--- src/rtl/usc_pkg.sv ---
// Purpose: shared constants and types of the serial status/control block
// Assumes: 20 MHz aclk, fixed bit rate, 8 data bits, no parity
// Notes: offsets are AXI4-Lite byte addresses
// Notes on behaviour
// - mode 10: irq when load empties buffer
// - mode 01: irq when all sending finished
// - mode 00: irq on every load into shifter
// - plain line idles high, low when inverted
// - infrared line idles low, high when inverted
// - break sends start, twelve zeros, stop; self-clears
// - enabled transmitter drives and owns the pin
// - disable aborts, flushes buffer, releases pin
// - full flag reads 1 when buffer full
// - shift empty only when shifter and buffer empty
// - receive mode 11: irq at four characters
// - receive mode 10: irq at three characters
// - receive mode 0x: irq on every character
package usc_pkg;
    // bit timing from clock and bit rate
    localparam int unsigned CLK_HZ = 20_000_000;
    localparam int unsigned BAUD_HZ = 1_250_000;
    localparam int unsigned BIT_CYCLES = CLK_HZ / BAUD_HZ;
    localparam logic [4:0] BIT_LAST = 5'(BIT_CYCLES - 1);
    localparam logic [4:0] HALF_LAST = 5'(BIT_CYCLES / 2 - 1);
    localparam logic [4:0] IR_PULSE = 5'(BIT_CYCLES * 3 / 16);
    localparam logic [3:0] DATA_LAST = 4'h7;
    localparam logic [3:0] BREAK_LAST = 4'hB;
    localparam logic [2:0] BUF_FULL = 3'h4;
    localparam logic [2:0] BUF_3Q = 3'h3;
    // register byte offsets
    localparam logic [7:0] OFF_STATUS = 8'h00;
    localparam logic [7:0] OFF_TXDATA = 8'h04;
    localparam logic [7:0] OFF_RXDATA = 8'h08;
    localparam logic [7:0] OFF_IRQ_STATUS = 8'h0C;
    localparam logic [7:0] OFF_IRQ_MASK = 8'h10;
    localparam logic [7:0] OFF_LINE_CTRL = 8'h14;
    // field positions of serial_status_control and of the irq status/mask bits
    localparam int POS_TX_MODE_HI = 15;
    localparam int POS_TX_INVERT = 14;
    localparam int POS_TX_MODE_LO = 13;
    localparam int POS_TX_BREAK = 11;
    localparam int POS_TX_ENABLE = 10;
    localparam int POS_RX_MODE_LO = 6;
    localparam int POS_ADDR_DETECT = 5;
    localparam int POS_OVERRUN = 1;
    localparam int POS_IRQ_TX = 0;
    localparam int POS_IRQ_RX = 1;
    localparam logic [1:0] IRQ_MASK_RESET = 2'h0;
    localparam logic [1:0] RESP_OKAY = 2'h0;
    localparam logic [1:0] RESP_SLVERR = 2'h2;
    typedef enum logic [1:0] {TXM_EACH = 2'b00, TXM_DONE = 2'b01, TXM_EMPTY = 2'b10, TXM_RSVD = 2'b11} usc_txm_t;
    typedef enum logic [1:0] {LN_IDLE = 2'b00, LN_START = 2'b01, LN_DATA = 2'b10, LN_STOP = 2'b11} usc_ln_t;
endpackage : usc_pkg

--- src/rtl/usc_ifs.sv ---
// Purpose: carriers from the top to its buffer and receiver
// Assumes: all signals on aclk
// Notes: owner side requests, store/engine side answers
interface usc_buf_if;
    logic push; // write one character
    logic [7:0] push_data; // character written
    logic pop; // drop the head character
    logic flush; // empty the buffer
    logic [7:0] head; // oldest character
    logic [2:0] count; // characters held
    modport owner (output push, push_data, pop, flush, input head, count);
    modport store (input push, push_data, pop, flush, output head, count);
endinterface : usc_buf_if

interface usc_rx_if;
    logic pop; // software read of the oldest character
    logic [1:0] mode; // receive interrupt mode
    logic overrun_clear; // software wrote zero to overrun
    logic [7:0] data; // oldest character
    logic available; // at least one character held
    logic idle; // receiver between characters
    logic framing; // last character had a bad stop bit
    logic overrun; // sticky overrun
    logic rx_event; // one-cycle receive interrupt event
    modport host (output pop, mode, overrun_clear, input data, available, idle, framing, overrun, rx_event);
    modport engine (input pop, mode, overrun_clear, output data, available, idle, framing, overrun, rx_event);
endinterface : usc_rx_if

--- src/rtl/usc_buf.sv ---
// Purpose: four-character transmit buffer
// Assumes: owner never pops an empty buffer
// Notes: flush wins over push and pop
module usc_buf
    import usc_pkg::*;
(
    input wire logic aclk,
    input wire logic aresetn,
    usc_buf_if.store b
);
    typedef struct packed {
        logic [3:0][7:0] mem;
        logic [1:0] rd;
        logic [1:0] wr;
        logic [2:0] count;
    } usc_buf_t;
    usc_buf_t r; // registered state
    usc_buf_t n; // next state
    // pointer and count update
    always_comb begin
        n = r;
        if (b.flush) begin
            n = '0;
        end else begin
            if (b.pop) begin
                n.rd = r.rd + 2'h1;
            end
            if (b.push) begin
                n.mem[r.wr] = b.push_data;
                n.wr = r.wr + 2'h1;
            end
            n.count = r.count + {2'h0, b.push} - {2'h0, b.pop};
        end
    end
    // state register
    always_ff @(posedge aclk) begin
        if (!aresetn) begin
            r <= '0;
        end else begin
            r <= n;
        end
    end
    assign b.head = r.mem[r.rd];
    assign b.count = r.count;
endmodule : usc_buf

--- src/rtl/usc_rx.sv ---
// Purpose: receiver with four-character buffer and flags
// Assumes: 8 data bits, 1 stop bit, line idles high
// Notes: a character arriving when full is dropped unless a read pops in the same cycle
module usc_rx
    import usc_pkg::*;
(
    input wire logic aclk,
    input wire logic aresetn,
    input wire logic rx_line,
    usc_rx_if.engine x
);
    typedef struct packed {
        logic sync1;
        logic sync2;
        usc_ln_t state;
        logic [4:0] tick;
        logic [2:0] bit_idx;
        logic [7:0] shifter;
        logic [3:0][7:0] mem;
        logic [1:0] rd;
        logic [1:0] wr;
        logic [2:0] count;
        logic framing;
        logic overrun;
        logic rx_event;
    } usc_rx_t;
    localparam usc_rx_t RX_RESET = '{sync1: 1'h1, sync2: 1'h1, state: LN_IDLE, default: '0};
    usc_rx_t r; // registered state
    usc_rx_t n; // next state
    logic pop; // accepted read
    logic put;  // accepted character
    always_comb begin
        n = r;
        put = 1'h0;
        pop = x.pop && (r.count != 3'h0);
        n.rx_event = 1'h0;
        n.sync1 = rx_line;
        n.sync2 = r.sync1;
        n.tick = r.tick + 5'h1;
        case (r.state)
            LN_IDLE: begin
                n.tick = 5'h0;
                if (!r.sync2) n.state = LN_START;
            end
            LN_START: if (r.tick == HALF_LAST) begin
                n.tick = 5'h0;
                n.bit_idx = 3'h0;
                n.state = r.sync2 ? LN_IDLE : LN_DATA; // reject a glitch
            end
            LN_DATA: if (r.tick == BIT_LAST) begin
                n.tick = 5'h0;
                n.shifter = {r.sync2, r.shifter[7:1]};
                n.bit_idx = r.bit_idx + 3'h1;
                if (r.bit_idx == 3'h7) n.state = LN_STOP;
            end
            LN_STOP: if (r.tick == BIT_LAST) begin
                n.state = LN_IDLE;
                n.framing = !r.sync2;
                put = (r.count != BUF_FULL) || pop;
                if (!put) n.overrun = 1'h1;
            end
            default: n.state = LN_IDLE;
        endcase
        if (x.overrun_clear && !(r.state == LN_STOP && r.tick == BIT_LAST && !put)) begin
            n.overrun = 1'h0;
        end
        if (pop) n.rd = r.rd + 2'h1;
        if (put) begin
            n.mem[r.wr] = r.shifter;
            n.wr = r.wr + 2'h1;
        end
        n.count = r.count + {2'h0, put} - {2'h0, pop};
        if (put) begin
            case (x.mode)
                2'b11: n.rx_event = (n.count == BUF_FULL);
                2'b10: n.rx_event = (n.count == BUF_3Q);
                default: n.rx_event = 1'h1;
            endcase
        end
    end
    always_ff @(posedge aclk) begin
        if (!aresetn) r <= RX_RESET;
        else r <= n;
    end
    assign x.data = r.mem[r.rd];
    assign x.available = (r.count != 3'h0);
    assign x.idle = (r.state == LN_IDLE);
    assign x.framing = r.framing;
    assign x.overrun = r.overrun;
    assign x.rx_event = r.rx_event;
endmodule : usc_rx

--- src/rtl/usc_top.sv ---
// Purpose: serial port status/control block with AXI4-Lite registers
// Assumes: single clock aclk, synchronous active-low reset
// Notes: transmit engine here; receiver and buffer are submodules
//
// The AXI4-Lite slave port and the address map are this design's own decisions.
module usc_top
    import usc_pkg::*;
(
    input wire logic aclk,
    input wire logic aresetn,
    input wire logic [7:0] s_axi_awaddr,
    input wire logic s_axi_awvalid,
    output logic s_axi_awready,
    input wire logic [31:0] s_axi_wdata,
    input wire logic [3:0] s_axi_wstrb,
    input wire logic s_axi_wvalid,
    output logic s_axi_wready,
    output logic [1:0] s_axi_bresp,
    output logic s_axi_bvalid,
    input wire logic s_axi_bready,
    input wire logic [7:0] s_axi_araddr,
    input wire logic s_axi_arvalid,
    output logic s_axi_arready,
    output logic [31:0] s_axi_rdata,
    output logic [1:0] s_axi_rresp,
    output logic s_axi_rvalid,
    input wire logic s_axi_rready,
    input wire logic rx_line,
    output logic tx_line_out,
    output logic tx_line_oe,
    output logic irq
);
    // all flip-flops of the top in one record
    typedef struct packed {
        // bus side
        logic aw_held; // write address waiting
        logic [7:0] aw_addr;
        logic w_held; // write data waiting
        logic [31:0] w_data;
        logic [3:0] w_strb;
        logic bvalid;
        logic [1:0] bresp;
        logic rvalid;
        logic [31:0] rdata;
        logic [1:0] rresp;
        // software control fields
        logic [1:0] tx_irq_mode;
        logic tx_polarity_invert;
        logic tx_break_request;
        logic tx_enable_bit;
        logic [1:0] rx_irq_mode;
        logic address_detect_enable;
        logic infrared_encode_enable;
        logic [1:0] irq_status; // sticky events
        logic [1:0] irq_mask;
        // transmit engine
        usc_ln_t state;
        logic [4:0] tick; // cycle within the current bit
        logic [3:0] bit_idx; // bit within data or break field
        logic [7:0] shifter; // transmit shift register
        logic is_break; // current frame is a sync break
        logic line_out; // registered pin level
    } usc_top_t;

    // line idles high: inversion starts clear; responses reset to okay
    localparam usc_top_t TOP_RESET = '{irq_mask: IRQ_MASK_RESET,
                                       state: LN_IDLE, line_out: 1'h1, default: '0};

    usc_top_t r; // registered state
    usc_top_t n; // next state

    usc_buf_if txb(); // transmit buffer carrier
    usc_rx_if rxi(); // receiver carrier

    logic do_write; // both write halves held, answer slot free
    logic do_read; // read address taken this edge
    logic tx_load; // head character moves into the shifter
    logic tx_full; // buffer cannot take another character
    logic tx_shift_empty; // nothing sent or queued
    logic [2:0] tx_cnt_next; // buffer fill after this edge
    logic [15:0] status_word; // serial_status_control as read
    logic tx_event; // transmit interrupt event
    logic brk_done; // sync break finished this edge
    logic zero_bit; // raw line bit about to be sent is zero
    logic ir_pulse; // infrared pulse active

    // word compare, low address bits ignored
    function automatic logic hit(input logic [7:0] a, input logic [7:0] off);
        return a[7:2] == off[7:2];
    endfunction : hit

    // registers fill consecutive words from zero up to line control
    function automatic logic mapped(input logic [7:0] a);
        return a[7:2] <= OFF_LINE_CTRL[7:2];
    endfunction : mapped

    // transmit character buffer
    usc_buf u_txbuf (
        .aclk(aclk),
        .aresetn(aresetn),
        .b(txb)
    );

    // receive engine with its own buffer
    usc_rx u_rx (
        .aclk(aclk),
        .aresetn(aresetn),
        .rx_line(rx_line),
        .x(rxi)
    );

    // one write and one read in flight
    assign s_axi_awready = !r.aw_held && !r.bvalid;
    assign s_axi_wready = !r.w_held && !r.bvalid;
    assign s_axi_arready = !r.rvalid;
    assign do_write = r.aw_held && r.w_held && !r.bvalid;
    assign do_read = s_axi_arvalid && !r.rvalid;

    // buffer flags seen by software
    assign tx_full = (txb.count == BUF_FULL);
    assign tx_shift_empty = (r.state == LN_IDLE) && (txb.count == 3'h0);

    // writes while full or disabled are dropped
    assign txb.push = do_write && hit(r.aw_addr, OFF_TXDATA) && r.w_strb[0] && r.tx_enable_bit && !tx_full;
    assign txb.push_data = r.w_data[7:0];
    assign tx_load = r.tx_enable_bit && (r.state == LN_IDLE) && (txb.count != 3'h0);
    assign txb.pop = tx_load;
    assign txb.flush = !r.tx_enable_bit;
    assign tx_cnt_next = txb.count + {2'h0, txb.push} - {2'h0, tx_load};

    // receiver controls; a data read pops
    assign rxi.pop = do_read && hit(s_axi_araddr, OFF_RXDATA);
    assign rxi.mode = r.rx_irq_mode;
    assign rxi.overrun_clear = do_write && hit(r.aw_addr, OFF_STATUS) && r.w_strb[0] &&
                               !r.w_data[POS_OVERRUN];

    // no parity, so its error flag reads zero
    assign status_word = {r.tx_irq_mode[1], r.tx_polarity_invert, r.tx_irq_mode[0], 1'h0,
                          r.tx_break_request, r.tx_enable_bit, tx_full, tx_shift_empty,
                          r.rx_irq_mode, r.address_detect_enable, rxi.idle, 1'h0,
                          rxi.framing, rxi.overrun, rxi.available};

    // next state of bus, registers and transmitter
    always_comb begin
        n = r;
        tx_event = 1'h0;
        brk_done = 1'h0;

        // transmitter: one bit every BIT_CYCLES clocks
        if (!r.tx_enable_bit) begin
            // abort anything in progress
            n.state = LN_IDLE;
            n.tick = 5'h0;
            n.is_break = 1'h0;
        end else if (tx_load) begin
            n.state = LN_START;
            n.tick = 5'h0;
            n.bit_idx = 4'h0;
            n.shifter = txb.head;
            // with a break pending the character is a dummy
            n.is_break = r.tx_break_request;
            case (r.tx_irq_mode)
                TXM_EACH: tx_event = 1'h1;
                TXM_EMPTY: tx_event = (tx_cnt_next == 3'h0);
                default: tx_event = 1'h0;
            endcase
        end else if (r.state != LN_IDLE) begin
            if (r.tick != BIT_LAST) begin
                n.tick = r.tick + 5'h1;
            end else begin
                n.tick = 5'h0;
                case (r.state)
                    LN_START: n.state = LN_DATA;
                    LN_DATA: begin
                        n.shifter = {1'h0, r.shifter[7:1]};
                        n.bit_idx = r.bit_idx + 4'h1;
                        // break: twelve zeros instead of eight data bits
                        if (r.bit_idx == (r.is_break ? BREAK_LAST : DATA_LAST)) begin
                            n.state = LN_STOP;
                        end
                    end
                    LN_STOP: begin
                        n.state = LN_IDLE;
                        brk_done = r.is_break;
                        n.is_break = 1'h0;
                        if (r.tx_irq_mode == TXM_DONE && tx_cnt_next == 3'h0) begin
                            tx_event = 1'h1;
                        end
                    end
                    default: n.state = LN_IDLE;
                endcase
            end
        end

        // start, data zeros and break bits send zero
        zero_bit = (n.state == LN_START) || (n.state == LN_DATA && (n.is_break || !n.shifter[0]));
        ir_pulse = zero_bit && (n.tick < IR_PULSE);
        if (r.infrared_encode_enable) begin
            // short pulse per zero bit, idle at invert level
            n.line_out = ir_pulse ? !r.tx_polarity_invert : r.tx_polarity_invert;
        end else begin
            n.line_out = zero_bit ? r.tx_polarity_invert : !r.tx_polarity_invert;
        end

        // hardware clear; a same-cycle write wins
        if (brk_done) begin
            n.tx_break_request = 1'h0;
        end

        // address and data captured independently
        if (s_axi_awvalid && s_axi_awready) begin
            n.aw_held = 1'h1;
            n.aw_addr = s_axi_awaddr;
        end
        if (s_axi_wvalid && s_axi_wready) begin
            n.w_held = 1'h1;
            n.w_data = s_axi_wdata;
            n.w_strb = s_axi_wstrb;
        end
        if (r.bvalid && s_axi_bready) begin
            n.bvalid = 1'h0;
        end

        // register write, byte lanes honoured
        if (do_write) begin
            n.aw_held = 1'h0;
            n.w_held = 1'h0;
            n.bvalid = 1'h1;
            n.bresp = mapped(r.aw_addr) ? RESP_OKAY : RESP_SLVERR;
            if (hit(r.aw_addr, OFF_STATUS)) begin
                if (r.w_strb[0]) begin
                    n.rx_irq_mode = r.w_data[POS_RX_MODE_LO +: 2];
                    n.address_detect_enable = r.w_data[POS_ADDR_DETECT];
                end
                if (r.w_strb[1]) begin
                    n.tx_irq_mode = {r.w_data[POS_TX_MODE_HI], r.w_data[POS_TX_MODE_LO]};
                    n.tx_polarity_invert = r.w_data[POS_TX_INVERT];
                    n.tx_break_request = r.w_data[POS_TX_BREAK];
                    n.tx_enable_bit = r.w_data[POS_TX_ENABLE];
                end
            end
            if (hit(r.aw_addr, OFF_IRQ_MASK) && r.w_strb[0]) begin
                n.irq_mask = r.w_data[1:0];
            end
            if (hit(r.aw_addr, OFF_LINE_CTRL) && r.w_strb[0]) begin
                n.infrared_encode_enable = r.w_data[0];
            end
        end

        // sticky events: write one clears, an event wins
        n.irq_status = r.irq_status &
                       ~((do_write && hit(r.aw_addr, OFF_IRQ_STATUS) && r.w_strb[0]) ? r.w_data[1:0] : 2'h0);
        if (tx_event) n.irq_status[POS_IRQ_TX] = 1'h1;
        if (rxi.rx_event) n.irq_status[POS_IRQ_RX] = 1'h1;

        // read data captured on the address edge
        if (r.rvalid && s_axi_rready) begin
            n.rvalid = 1'h0;
        end
        if (do_read) begin
            n.rvalid = 1'h1;
            n.rresp = mapped(s_axi_araddr) ? RESP_OKAY : RESP_SLVERR;
            n.rdata = 32'h0000_0000;
            if (hit(s_axi_araddr, OFF_STATUS)) begin
                n.rdata[15:0] = status_word;
            end else if (hit(s_axi_araddr, OFF_RXDATA)) begin
                n.rdata[7:0] = rxi.available ? rxi.data : 8'h00;
            end else if (hit(s_axi_araddr, OFF_IRQ_STATUS)) begin
                n.rdata[1:0] = r.irq_status;
            end else if (hit(s_axi_araddr, OFF_IRQ_MASK)) begin
                n.rdata[1:0] = r.irq_mask;
            end else if (hit(s_axi_araddr, OFF_LINE_CTRL)) begin
                n.rdata[0] = r.infrared_encode_enable;
            end
        end
    end

    // single state register, synchronous reset
    always_ff @(posedge aclk) begin
        if (!aresetn) begin
            r <= TOP_RESET;
        end else begin
            r <= n;
        end
    end

    // outputs from the state record
    assign s_axi_bvalid = r.bvalid;
    assign s_axi_bresp = r.bresp;
    assign s_axi_rvalid = r.rvalid;
    assign s_axi_rdata = r.rdata;
    assign s_axi_rresp = r.rresp;
    // pin owned only while transmit enabled
    assign tx_line_out = r.line_out;
    assign tx_line_oe = r.tx_enable_bit;
    assign irq = |(r.irq_status & r.irq_mask);
endmodule : usc_top

--- config.mk ---
export PLATFORM = sky130hd
export DESIGN_NAME = usc_top
export DESIGN_NICKNAME = d
export VERILOG_FILES = /design/src/rtl/usc_pkg.sv /design/src/rtl/usc_ifs.sv /design/src/rtl/usc_buf.sv /design/src/rtl/usc_rx.sv /design/src/rtl/usc_top.sv
export SDC_FILE = /design/constraint.sdc
export NUM_CORES = 1
export LEC_CHECK = 0
export ABC_CLOCK_PERIOD_IN_PS = 8900
export BUFFER_PORTS_ARGS = -buffer_cell sky130_fd_sc_hd__buf_2
export CAP_MARGIN = 20
export CORE_ASPECT_RATIO = 0.6
export CORE_MARGIN = 2
export CORE_UTILIZATION = 60
export DETAILED_ROUTE_END_ITERATION = 10
export GPL_ROUTABILITY_DRIVEN = 0
export PLACE_DENSITY = 0.82
export SLEW_MARGIN = 20
export SYNTH_ARGS = -nofsm -noshare
export SYNTH_HDL_FRONTEND = slang
export SYNTH_SLANG_ARGS = --single-unit
--- constraint.sdc ---
create_clock -name aclk -period 8.9 [get_ports aclk]
set_input_delay 0 -clock aclk [delete_from_list [all_inputs] [get_ports aclk]]
set_output_delay 0 -clock aclk [all_outputs]
set_load 0.1 [all_outputs]
Word level (Yosys, flattened, before mapping)
Index checks and enable logic that the tools add are counted.
Widths: inputs -> output; s select.
{ "totals": {"wordCells": 261, "regBits": 185} }
{ "op_classes": {"n_bitwise": 5, "n_reduce_logical": 77, "mux": 74, "n_addsub": 12, "n_lt_le_gt_ge": 9, "eq_ne": 35} }
{ "ops": {"columns": ["op", "count"], "rows": [
  ["$bwmux 32", 2],
  ["$mux 8", 7],
  ["$mux 20", 2],
  ["$mux 35", 1],
  ["$logic_and 1x1->1", 33],
  ["$bmux 8 s2", 2],
  ["$demux 8 s2", 2],
  ["$mux 1", 28],
  ["$eq 6x3->1 const B", 4],
  ["$mux 2", 12],
  ["$eq 6x2->1 const B", 3],
  ["$mux 18", 1],
  ["$eq 2x2->1 const B", 8],
  ["$pmux 5 s3", 1],
  ["$mux 13", 1],
  ["$le 6x3->1 const B", 2],
  ["$logic_not 6->1", 2],
  ["$lt 2x3->1 const B", 4],
  ["$mux 12", 1],
  ["$mux 6", 2],
  ["$reduce_and 2->1", 6],
  ["$reduce_and 3->1", 4],
  ["$reduce_bool 2->1", 6],
  ["$logic_not 1->1", 11],
  ["other kinds (38)", 67]
]} }

Logic depth before layout (Yosys ltp)
Gate-level depths: netlist of the first run.
{ "logic_depth": {"depth_word": 17, "ltp_mapped": 16, "ltp_nobuf": 15} }

Cells and area by module
A second synthesis of the first run with hierarchy kept.
{ "unflattened": {"hier_cells": 959, "area_unflattened_um2": 8648.3} }
{ "modules_own_cells": {"columns": ["mod", "area_per_inst_um2", "cells_per_inst", "seq_area_each_um2", "instances"], "rows": [
  ["usc_top", 3796.1, 452, 1521.5, 1],
  ["usc_rx", 2855.2, 311, 1241.2, 1],
  ["usc_buf", 1996.9, 196, 780.7, 1]
]} }

Least setup slack after synthesis of the first run
Ideal clock, no wire load.
{ "synth_timing": {"kind": "register to register", "start": "register r (netlist bit s_axi_rvalid)", "end": "register u_rx.r (netlist bit u_rx.x.rx_event)", "stages_incl_launch_ff": 13, "t_required_ps": 8835, "arrival_ps": 3678, "n_path_buf": 0, "slack_ps": 5157, "path_cell_list": "dfxtp_1 > inv_1 > nand2_2 > nor2_2 > ha_1 > inv_1 > ha_1 > fa_1 > xnor2_1 > xnor2_1 > nor4b_1 > o21ai_0 > nor2_1"} }
{ "synth_between": {"elab_chain_cells": 11, "elab_cells_between_ends": 13, "classes_between": "add/sub: 2; eq/ne: 2; mux: 3; reduce/logical: 6"} }
{ "synth_rtl": {"columns": ["item", "line", "rtl"], "rows": [
  ["start, declared", "usc_top.sv:69", "usc_top_t r;"],
  ["start signal, assigned", "usc_top.sv:283", "r <= n;"],
  ["$logic_not 1->1 (*)", null, null],
  ["net s_axi_arready", "usc_top.sv:23", "output logic s_axi_arready,"],
  ["$logic_and 1x1->1 (*)", "usc_top.sv:117", "assign do_read = s_axi_arvalid && !r.rvalid;"],
  ["$logic_and 1x1->1 (*)", "usc_top.sv:132", "assign rxi.pop = do_read && hit(s_axi_araddr, OFF_RXDATA);"],
  ["$logic_and 1x1->1 (*)", "usc_rx.sv:35", "pop = x.pop && (r.count != 3'h0);"],
  ["net u_rx.pop", "usc_rx.sv:30", "logic pop;"],
  ["$logic_or 1x1->1", "usc_rx.sv:59", "put = (r.count != BUF_FULL) || pop;"],
  ["$mux 1", "usc_rx.sv:56", "LN_STOP: if (r.tick == BIT_LAST) begin"],
  ["$mux 1", "usc_rx.sv:40", "case (r.state)"],
  ["$add 3x1->3", "usc_rx.sv:72", "n.count = r.count + {2'h0, put} - {2'h0, pop};"],
  ["$sub 3x1->3", "usc_rx.sv:72", null],
  ["$eq 3x2->1 or $eq 3x3->1 (tied branches)", "usc_rx.sv:76, usc_rx.sv:75", null],
  ["$pmux 1 s2", "usc_rx.sv:74", "case (x.mode)"],
  ["end signal, assigned", "usc_rx.sv:83", "else r <= n;"],
  ["end, declared", "usc_rx.sv:28", "usc_rx_t r;"]
]} }
The timed path passes the listed nets; every way through them passes the cells marked *.
A chain may end at the register's enable or synchronous reset.

Final worst setup path of the first run
{ "layout_timing": {"start": "register r[19] (netlist bit)", "end": "register r[23] (netlist bit)"} }
{ "layout_between": {"elab_chain_cells": 13, "elab_cells_between_ends": 16, "classes_between": "add/sub: 1; eq/ne: 1; mux: 8; reduce/logical: 6"} }
{ "layout_rtl": {"columns": ["item", "line", "rtl"], "rows": [
  ["$logic_not 2->1", "usc_top.sv:126", "assign tx_load = r.tx_enable_bit && (r.state == LN_IDLE) && (txb.count != 3'h0);"],
  ["$logic_and 1x1->1 (2 in series)", "usc_top.sv:126", null],
  ["$sub 3x1->3", "usc_top.sv:129", "assign tx_cnt_next = txb.count + {2'h0, txb.push} - {2'h0, tx_load};"],
  ["$logic_not 3->1", "usc_top.sv:164, usc_top.sv:186", null],
  ["$logic_and 1x1->1", "usc_top.sv:186", "if (r.tx_irq_mode == TXM_DONE && tx_cnt_next == 3'h0) begin"],
  ["$mux 1", "usc_top.sv:186", null],
  ["$mux 1", "usc_top.sv:172", "case (r.state)"],
  ["$mux 1", "usc_top.sv:168", "if (r.tick != BIT_LAST) begin"],
  ["$mux 1", "usc_top.sv:167", "end else if (r.state != LN_IDLE) begin"],
  ["$mux 1 (*)", "usc_top.sv:155", "end else if (tx_load) begin"],
  ["$mux 1 (*)", "usc_top.sv:150", "if (!r.tx_enable_bit) begin"],
  ["$mux 1 (*)", "usc_top.sv:253", "if (tx_event) n.irq_status[POS_IRQ_TX] = 1'h1;"]
]} }
Every way passes the cells marked *; elsewhere a longest branch is shown, timed or not.

==> metrics list, run 1 <==
- Sequential element share of the synthesized area: 44.0%
- For this run, the slowest stage of the critical path takes 0.52 ns.
- CTS Buf Count: 17
- Yosys printed 0 warnings.
- Most frequent cell after synthesis: sky130_fd_sc_hd__dfxtp_1
- The first routing iteration left 632 violations.
* Top_reg_cell synth: sky130_fd_sc_hd__dfxtp_1
* Crit Path Class: flip-flop to flip-flop
* Clock transition at the registers of the reported paths: 0.07 ns
- After detailed routing, the average wire length per cell comes to 17.0 um.
- Number of antenna repair diodes: 0
* Final net count: 1024
- The worst register-to-register path ends at r[23]$_SDFF_PN0_.
* Resize count post-CTS: 0
- Post-layout instance count excluding filler cells: 1119
* Async set-or-reset flop fraction in the synthesized netlist: 0%
- Maximum clock frequency: 260 MHz
- The detail route stage leaves a number of antenna-violating nets equal to 0.
- Synth cell types: 62
- Register-to-register path setup slack: 5.05 ns
- Num rows: 32
- Area of the placeable core: 13000 um2
- Top Ports: 104
* Effective utilization at floorplan: 62.1%
- Buffers placed on the I/O ports in this run total 59.
* Worst hold path stage count: 4
- Slew at the pin closest to its max-slew limit: 1.07 ns
* Maximum number of pins on one net before global-route repair: 106
- Setup_tns: 0 ns
- The routed design could run at a clock period as short as 3.85 ns.
- The startpoint identified for the worst hold timing path is s_axi_araddr[5].
- For the worst setup path, the data arrival time is 4.20 ns.
- Run status: completed
- The number of cells on the worst reg-to-reg path is 15.
- In this design, the largest share of critical-path delay is due to adder cells.
- Number of buffer and inverter stages on the critical path: 4
- Largest cells by area after synthesis: sky130_fd_sc_hd__dfxtp_1 44%, sky130_fd_sc_hd__mux2i_1 7.0%, sky130_fd_sc_hd__nand2_1 5.4%, sky130_fd_sc_hd__nor2_1 5.3%, sky130_fd_sc_hd__a21oi_1 5.3%
* Clock sink total: 177
- Detailed-route wire length: 19000 um
* Master of the slowest instance on the critical path: sky130_fd_sc_hd__ha_1
- Vias in the first global route: 6037
- Final HPWL from detailed placement: 12000 um
- The final hold violation count was 0.
* Crit path launch type: flip-flop
- H-tree depth: 4
* Max-slew violation total from the final report: 0
- In this run the critical register-to-register path is launched from r[19]$_SDFF_PN0_.
- Counting flops with a built-in enable in the synthesized netlist gives 0.
- The first global-routing pass estimated 30900 um of wire.
* Total congestion overflow after global routing: 0
- Endpoint, Worst Hold: s_axi_rresp[1]$_SDFFE_PN0P_
* Max IR drop VDD: 0.124 mV
- In this run the cell area of the synthesized design comes to 8050 um2.
* Kind of end point of the critical path: flip-flop
* Setup repair after global routing missed its margin: false
- Slew headroom: 28.6%
- Crit path max fanout: 16
- In this run the post-CTS setup repair buffer count came out at 0.
- The number of antenna violations at the first check in global routing was 0.
- CTS Root Buffer Type: sky130_fd_sc_hd__clkbuf_16
* Tot GR Track Use: 27.1%
* Final setup vio count: 0
- The filler cells instantiated in the layout total 972.
- The min-delay analysis places its worst path in the category input port to flip-flop.
- Cell accounting for the most synthesized area: sky130_fd_sc_hd__dfxtp_1
- Layout Skew: 0.0146 ns
* Cell occurring most often along the worst timing path: sky130_fd_sc_hd__inv_1
* Routed vias/inst: 5.80
- After layout, the worst path uses 43.2% of the clock period.
- Number of search-and-repair iterations in the first detailed-routing pass: 7
- Layout cell share with drive strength beyond 1: 13.4%
* Die ar.: 14400 um2
- Placed Cells incl. Taps: 1059
- For this design the static power due to leakage is 0.00332 uW.
* Layout overhead on the synthesized area: 11.7%
- For this run, design rule violations remaining after detail routing come to 0.
- Max-cap violations in this run came to 0.
- Synth Area per Inst: 9.03 um2
- Top post-synthesis cells by count: 177 x sky130_fd_sc_hd__dfxtp_1, 116 x sky130_fd_sc_hd__nand2_1, 114 x sky130_fd_sc_hd__nor2_1
- Hold repair after CTS inserted 28 buffers.
- Max Root-Sink Buffers: 2
- Counting flops and latches in the post-synthesis netlist gives 177.
- The critical path goes through inv_1 -> ha_1 -> nand3_2 -> inv_1 -> ha_1 -> inv_1 -> ha_1 -> inv_1 -> fa_1 -> xor2_1 -> xnor2_1 -> nand3b_1 -> nor4b_1 -> o21ai_0 -> a21oi_1.
- TritonCTS built the clock tree.
- Fraction of post-synthesis cell area in the top cell type by area: 44.0%
- The final route contains 6485 vias.
* Required time of the worst setup path: 9.25 ns
- After technology mapping, the gate count stands at 892.
* Insertion delay of the later-clocked pin in the worst-skew pair: 0.43 ns
- Die extent in x: 154 um
* Die Y: 93.7 um
* Power per Cell Area: 189 nW/um2
## report_power, final
group / total [uW] / switching (uW) / leakage [uW] / internal (uW)
Combinational: 131 / 100 / 0.00161 / 30.7
Sequential: 816 / 13.2 / 0.00143 / 803
Clock: 756 / 329 / 0.000279 / 427
## worst min-delay path, delay by kind of cell
kind / cells / cell delay (ns)
AOI/OAI and AO/OA: 2 / 0.20
buffers and inverters: 1 / 0.08
and+or+nand+nor: 1 / 0.13
## area by class of cell
type	count	area (um2)	area share (%)
inverter	27	103	1.14
timing repair buffer	92	613	6.81
multi-input combinational	621	3930	43.7
clock buffer	19	443	4.92
tap	170	213	2.36
clock inverter	13	150	1.67
sequential	177	3540	39.4
## state kept, by name (all words and copies together) (netlist names)
| register | cells |
|---|---|
| s_axi_rdata | 15 |
| tx_line_out | 1 |
| u_rx.x.rx_event | 1 |
| s_axi_rvalid | 1 |
| u_rx.x.framing | 1 |
| u_rx.n | 1 |
| u_rx.r | 58 |
| tx_line_oe | 1 |
| s_axi_rresp | 1 |
| s_axi_bresp | 1 |
| r | 53 |
| rxi.mode | 2 |
| s_axi_bvalid | 1 |
| u_rx.x.overrun | 1 |
| u_txbuf.b.count | 3 |
| u_txbuf.r | 36 |
## through the flow
step	power [uW]	cell area [um2]	setup slack [ns]	hold WS (ns)	utilization [%]
2_1_floorplan	937	8120	5.16	0.0730	-
3_3_place_gp	951	8130	5.30	0.185	62.6
3_5_place_dp	953	8130	5.26	0.189	62.6
4_1_cts	1710	9000	5.08	0.000111	69.4
5_1_grt	1750	9000	4.74	0.0157	69.4
6_report	1700	9000	5.05	0.0145	69.4
## worst max path at each step
stage                              start                         end  depth (start not counted)
2_1_floorplan  s_axi_rvalid$_SDFFE_PN0P_  u_rx.x.rx_event$_SDFF_PN0_                         12
3_3_place_gp            r[20]$_SDFF_PN0_            r[23]$_SDFF_PN0_                         15
3_5_place_dp            r[20]$_SDFF_PN0_            r[23]$_SDFF_PN0_                         15
4_1_cts                 r[19]$_SDFF_PN0_            r[23]$_SDFF_PN0_                         15
5_1_grt                 r[20]$_SDFF_PN0_            r[23]$_SDFF_PN0_                         15
6_report                r[19]$_SDFF_PN0_            r[23]$_SDFF_PN0_                         15
## kinds of logic after synthesis
logic type,after synthesis,synth area share [%]
adders and majority gates,28,4.54
buffers and inverters,112,8.00
and+or+nand+nor,349,20.1
other,1,0.0466
DFF,177,44.0
xor gates and xnor gates,17,1.85
muxes,72,11.4
AOI/OAI and AO/OA,136,10.0
## routing by layer
metal	up-vias	share of wire (%)	track usage [%]
met5	-	0	0
met4	0	0.87	7.87
met3	17	8.9	5.86
met2	293	44	40.2
met1	3080	47	39.9
li1	3095	-	-
## layout by cell type, fill, tap and decap left out, types with 7 or more instances in the layout
cell type | netlist | routed
sky130_fd_sc_hd__inv_1 | 26 | 26
sky130_fd_sc_hd__a21oi_1 | 85 | 85
sky130_fd_sc_hd__nand2b_1 | 7 | 7
sky130_fd_sc_hd__xor2_1 | 8 | 8
sky130_fd_sc_hd__ha_1 | 26 | 26
sky130_fd_sc_hd__xnor2_1 | 9 | 9
sky130_fd_sc_hd__mux4_2 | 16 | 16
sky130_fd_sc_hd__and2_1 | 8 | 8
sky130_fd_sc_hd__o21ai_0 | 8 | 8
sky130_fd_sc_hd__dlygate4sd3_1 | 0 | 28
sky130_fd_sc_hd__nor2_1 | 114 | 114
sky130_fd_sc_hd__mux2i_1 | 56 | 56
sky130_fd_sc_hd__nand2_1 | 116 | 116
sky130_fd_sc_hd__dfxtp_1 | 177 | 177
sky130_fd_sc_hd__a22oi_1 | 8 | 8
sky130_fd_sc_hd__clkbuf_16 | 0 | 17
sky130_fd_sc_hd__a211oi_1 | 8 | 8
sky130_fd_sc_hd__buf_2 | 7 | 59
sky130_fd_sc_hd__nor3_1 | 12 | 12
sky130_fd_sc_hd__nand3_1 | 43 | 43
sky130_fd_sc_hd__conb_1 | 1 | 19
Note: power is estimated with default switching activity, not from simulation.
==> run 2: changes to the inputs <==
--- a/config.mk
+++ b/config.mk
@@ -5,15 +5,15 @@
 export SDC_FILE = /design/constraint.sdc
 export NUM_CORES = 1
 export LEC_CHECK = 0
-export ABC_CLOCK_PERIOD_IN_PS = 8900
+export ABC_CLOCK_PERIOD_IN_PS = 3700
 export BUFFER_PORTS_ARGS = -buffer_cell sky130_fd_sc_hd__buf_2
 export CAP_MARGIN = 20
 export CORE_ASPECT_RATIO = 0.6
 export CORE_MARGIN = 2
-export CORE_UTILIZATION = 60
+export CORE_UTILIZATION = 58
 export DETAILED_ROUTE_END_ITERATION = 10
 export GPL_ROUTABILITY_DRIVEN = 0
-export PLACE_DENSITY = 0.82
+export PLACE_DENSITY = 0.8
 export SLEW_MARGIN = 20
 export SYNTH_ARGS = -nofsm -noshare
 export SYNTH_HDL_FRONTEND = slang
==> constraint.sdc (replaced) <==
create_clock -name aclk -period 3.7 [get_ports aclk]
set_input_delay 0 -clock aclk [delete_from_list [all_inputs] [get_ports aclk]]
set_output_delay 0 -clock aclk [all_outputs]
set_load 0.1 [all_outputs]
==> run 2 against run 1 <==
  * Critical path depth fell by 1
  * Register-to-register slack got worse by 4.5 ns
  * Largest power group unchanged
  * Clock power rose by 140%
  * Cell count rose by 0.80%
  * Critical path type unchanged
  * Non-clock buffer count rose by 4
==> metrics list, run 2 (synthesized netlist as in run 1, its figures left out) <==
* Run status: completed
* Worst setup path startpoint: s_axi_bvalid$_SDFFE_PN0P_
* Insertion delay of the later-clocked pin in the worst-skew pair: 0.43 ns
- Based on the critical path, the design can be clocked at up to 320 MHz.
* TritonCTS clock tree: built
* Crit path max fanout: 6
* Depth of the critical timing path with buffers and inverters included: 14
- The finished layout holds 1128 standard cells, fillers aside.
- For the final routed database, the setup TNS stands at 0 ns.
* Registers with the most flip-flops: u_rx.r: 58 flops, r: 53 flops, u_txbuf.r: 36 flops
- Placed Cells incl. Taps: 1068
- Detailed-route wire length: 18900 um
- Final net count: 1028
* CTS Buf Count: 17
- In this run switching power makes up 27.3% of total power.
- Layout Skew: 0.0122 ns
- End of the worst register-to-register path: r[23]$_SDFF_PN0_
* Layout cell share with drive strength beyond 1: 14.1%
- Power per Cell Area: 452 nW/um2
- Area of the placeable core: 13600 um2
- The worst path in the final design needs a cycle of 3.12 ns, including I/O delays and setup.
- Required time of the worst setup path: 4.05 ns
* Number of remaining DRC errors: 0
- Pin placement for this block handled 104 I/O pins.
- The number of cells on the worst reg-to-reg path is 14.
- H-tree depth: 4
* Final hold violation count: 0
- Slew at the pin closest to its max-slew limit: 1.06 ns
- Before antenna repair, the detailed router went through 5 iterations.
- Beginning of the worst register-to-register path: s_axi_bvalid$_SDFFE_PN0P_
- On the worst path, the slowest cell contributes a delay of 0.37 ns.
* Number of antenna repair diodes: 0
* Crit Path Class: flip-flop to flip-flop
* Leakage dissipation: 0.00335 uW
- Broken down by cell family, the worst path's largest delay share belongs to simple AND/OR/NAND/NOR gates.
- Worst hold path stage count: 4
- Ranked by flip-flop count, first place goes to u_rx.r.
* CTS Root Buffer Type: sky130_fd_sc_hd__clkbuf_16
* Total vias in the final route: 6479
* Maximum number of pins on one net before global-route repair: 105
- Die Y: 95.3 um
* Cells along the critical path: nand2b_1 -> or2_1 -> nor3_4 -> and3b_1 -> and4_1 -> ha_1 -> inv_1 -> fa_1 -> xor2_1 -> xnor2_1 -> nand3b_1 -> nor4b_1 -> o21ai_0 -> a21oi_1
- Proportion of power drawn by the clock network: 44.2%
- In the final routed layout, each cell accounts on average for 16.7 um.
* Most common cell after layout, fill and taps aside: sky130_fd_sc_hd__dfxtp_1
- Die ar.: 14900 um2
- Quantity of I/O buffers inserted on ports: 59
* Worst hold path type: input port to flip-flop
* Max-slew violation total from the final report: 0
- Worst Path Arrival: 3.47 ns
- Initial DRC Count: 615
* Effective utilization at floorplan: 59.1%
- STA classifies the critical path endpoint as a flip-flop.
- The die is 156 um wide.
* P_int: 2970 uW
- Detailed placement finished with a half-perimeter wire length of 12200 um.
- Tot GR Track Use: 26.5%
- Crit path launch type: flip-flop
- The setup check on the worst reg-to-reg path leaves a slack of 0.58 ns.
- Global-route wire length before repair: 30600 um
- The tool flagged a number of max-cap violations equal to 0.
- Flip-flop count of the largest register after layout: 58
- Setup repair after global routing missed its margin: false
- Part of the power in registers: 48.0%
- Following the worst setup path forward leads to its endpoint at r[23]$_SDFF_PN0_.
- Across the VDD grid, the largest voltage drop is 0.330 mV.
- Number of antenna violations at the first check in global routing: 0
- In the layout the commonest cells are 176 x sky130_fd_sc_hd__dfxtp_1, 116 x sky130_fd_sc_hd__nand2_1, 114 x sky130_fd_sc_hd__nor2_1.
- Relative contribution of combinational cells to total power: 7.8%
* Share of the cycle needed by the critical path after routing: 84.4%
- NetSw: 1110 uW
* Clock sink total: 177
* Clock transition at the registers of the reported paths: 0.08 ns
- Routed vias/inst: 5.74
- The total overflow left after global routing is 0.
- The slowest stage of the critical path is the sky130_fd_sc_hd__fa_1 cell.
- Relative to the synthesized area, the layout overhead comes to 12.2%.
* Remaining number of nets flagged by the antenna check after routing: 0
* Final setup vio count: 0
- The number of global-route vias before repair is 5927.
* Num rows: 33
- Max Root-Sink Buffers: 2
- Counting both buffers and inverters, the worst setup path holds a total of 1.
- Headroom to the max-slew limit came out at 29.5%.
-- run 2: cell types whose count changed in the layout (fill, tap and decap cells not counted), sizes merged --
cell | before | now
bufinv | 2 | 1
clkinvlp | 4 | 2
inv | 32 | 36
clkbuf | 19 | 17
buf | 64 | 68
clkinv | 2 | 3
-- run 2: final cells by class --
| cell class | count | area [um2] |
|---|---|---|
| flip-flops and latches | 177 | 3540 |
| fillers | 1061 | 4590 |
| well taps | 175 | 219 |
| clock buffers | 17 | 425 |
| clock inverters | 15 | 163 |
| multi-input cells | 621 | 3930 |
| inverters | 27 | 106 |
| repair buffers | 96 | 643 |
-- run 2: how the worst min path moves through the flow --
stage	end	start	slack [ns]
after global placement	u_rx.n[60]$_SDFF_PN1_	rx_line	0.18
final	s_axi_rresp[1]$_SDFFE_PN0P_	s_axi_araddr[5]	0.02
after global routing	s_axi_rresp[1]$_SDFFE_PN0P_	s_axi_araddr[5]	0.03
after detailed placement	u_rx.n[60]$_SDFF_PN1_	rx_line	0.19
after CTS	s_axi_rresp[1]$_SDFFE_PN0P_	s_axi_araddr[5]	0.009
after floorplan	u_rx.r[60]$_SDFF_PN1_	aresetn	0.07
-- run 2: tightest hold or removal path, stage by stage --
cell                      delay (ns)
sky130_fd_sc_hd__buf_2          0.08
sky130_fd_sc_hd__or3_4          0.13
sky130_fd_sc_hd__a21oi_1        0.06
sky130_fd_sc_hd__a21oi_1        0.14
-- run 2: repair_timing --
action                                 4_1_cts  5_1_grt
endpoints found under the hold margin       26        0
gates resized for setup                      0        0
hold buffers                                28        0
buffers inserted                             0        0
-- run 2: power groups by stage --
stage | combinational (uW) | clock [uW] | sequential (uW)
6_report | 318 | 1800 | 1960
5_1_grt | 339 | 1910 | 1960
4_1_cts | 313 | 1820 | 1960
3_5_place_dp | 288 | 0 | 2000
3_3_place_gp | 286 | 0 | 2000
2_1_floorplan | 254 | 0 | 2000
-- run 2: layer usage --
layer / GRT usage [%] / wire [um] / vias to the layer above
met5: 0 / 0 / -
met4: 9.02 / 387 / 0
met3: 6.41 / 1690 / 38
met2: 38.2 / 7950 / 286
met1: 38.9 / 8850 / 3039
li1: - / - / 3116
-- run 2: stage by stage --
step	util [%]	setup WS, ns	power (uW)	hold WS [ns]	cell area [um2]
2_1_floorplan	-	0.247	2250	0.0730	8130
3_3_place_gp	59.9	0.728	2290	0.184	8170
3_5_place_dp	59.9	0.661	2290	0.187	8170
4_1_cts	66.3	0.624	4090	0.00878	9030
5_1_grt	66.3	0.317	4210	0.0291	9030
6_report	66.3	0.578	4090	0.0194	9030
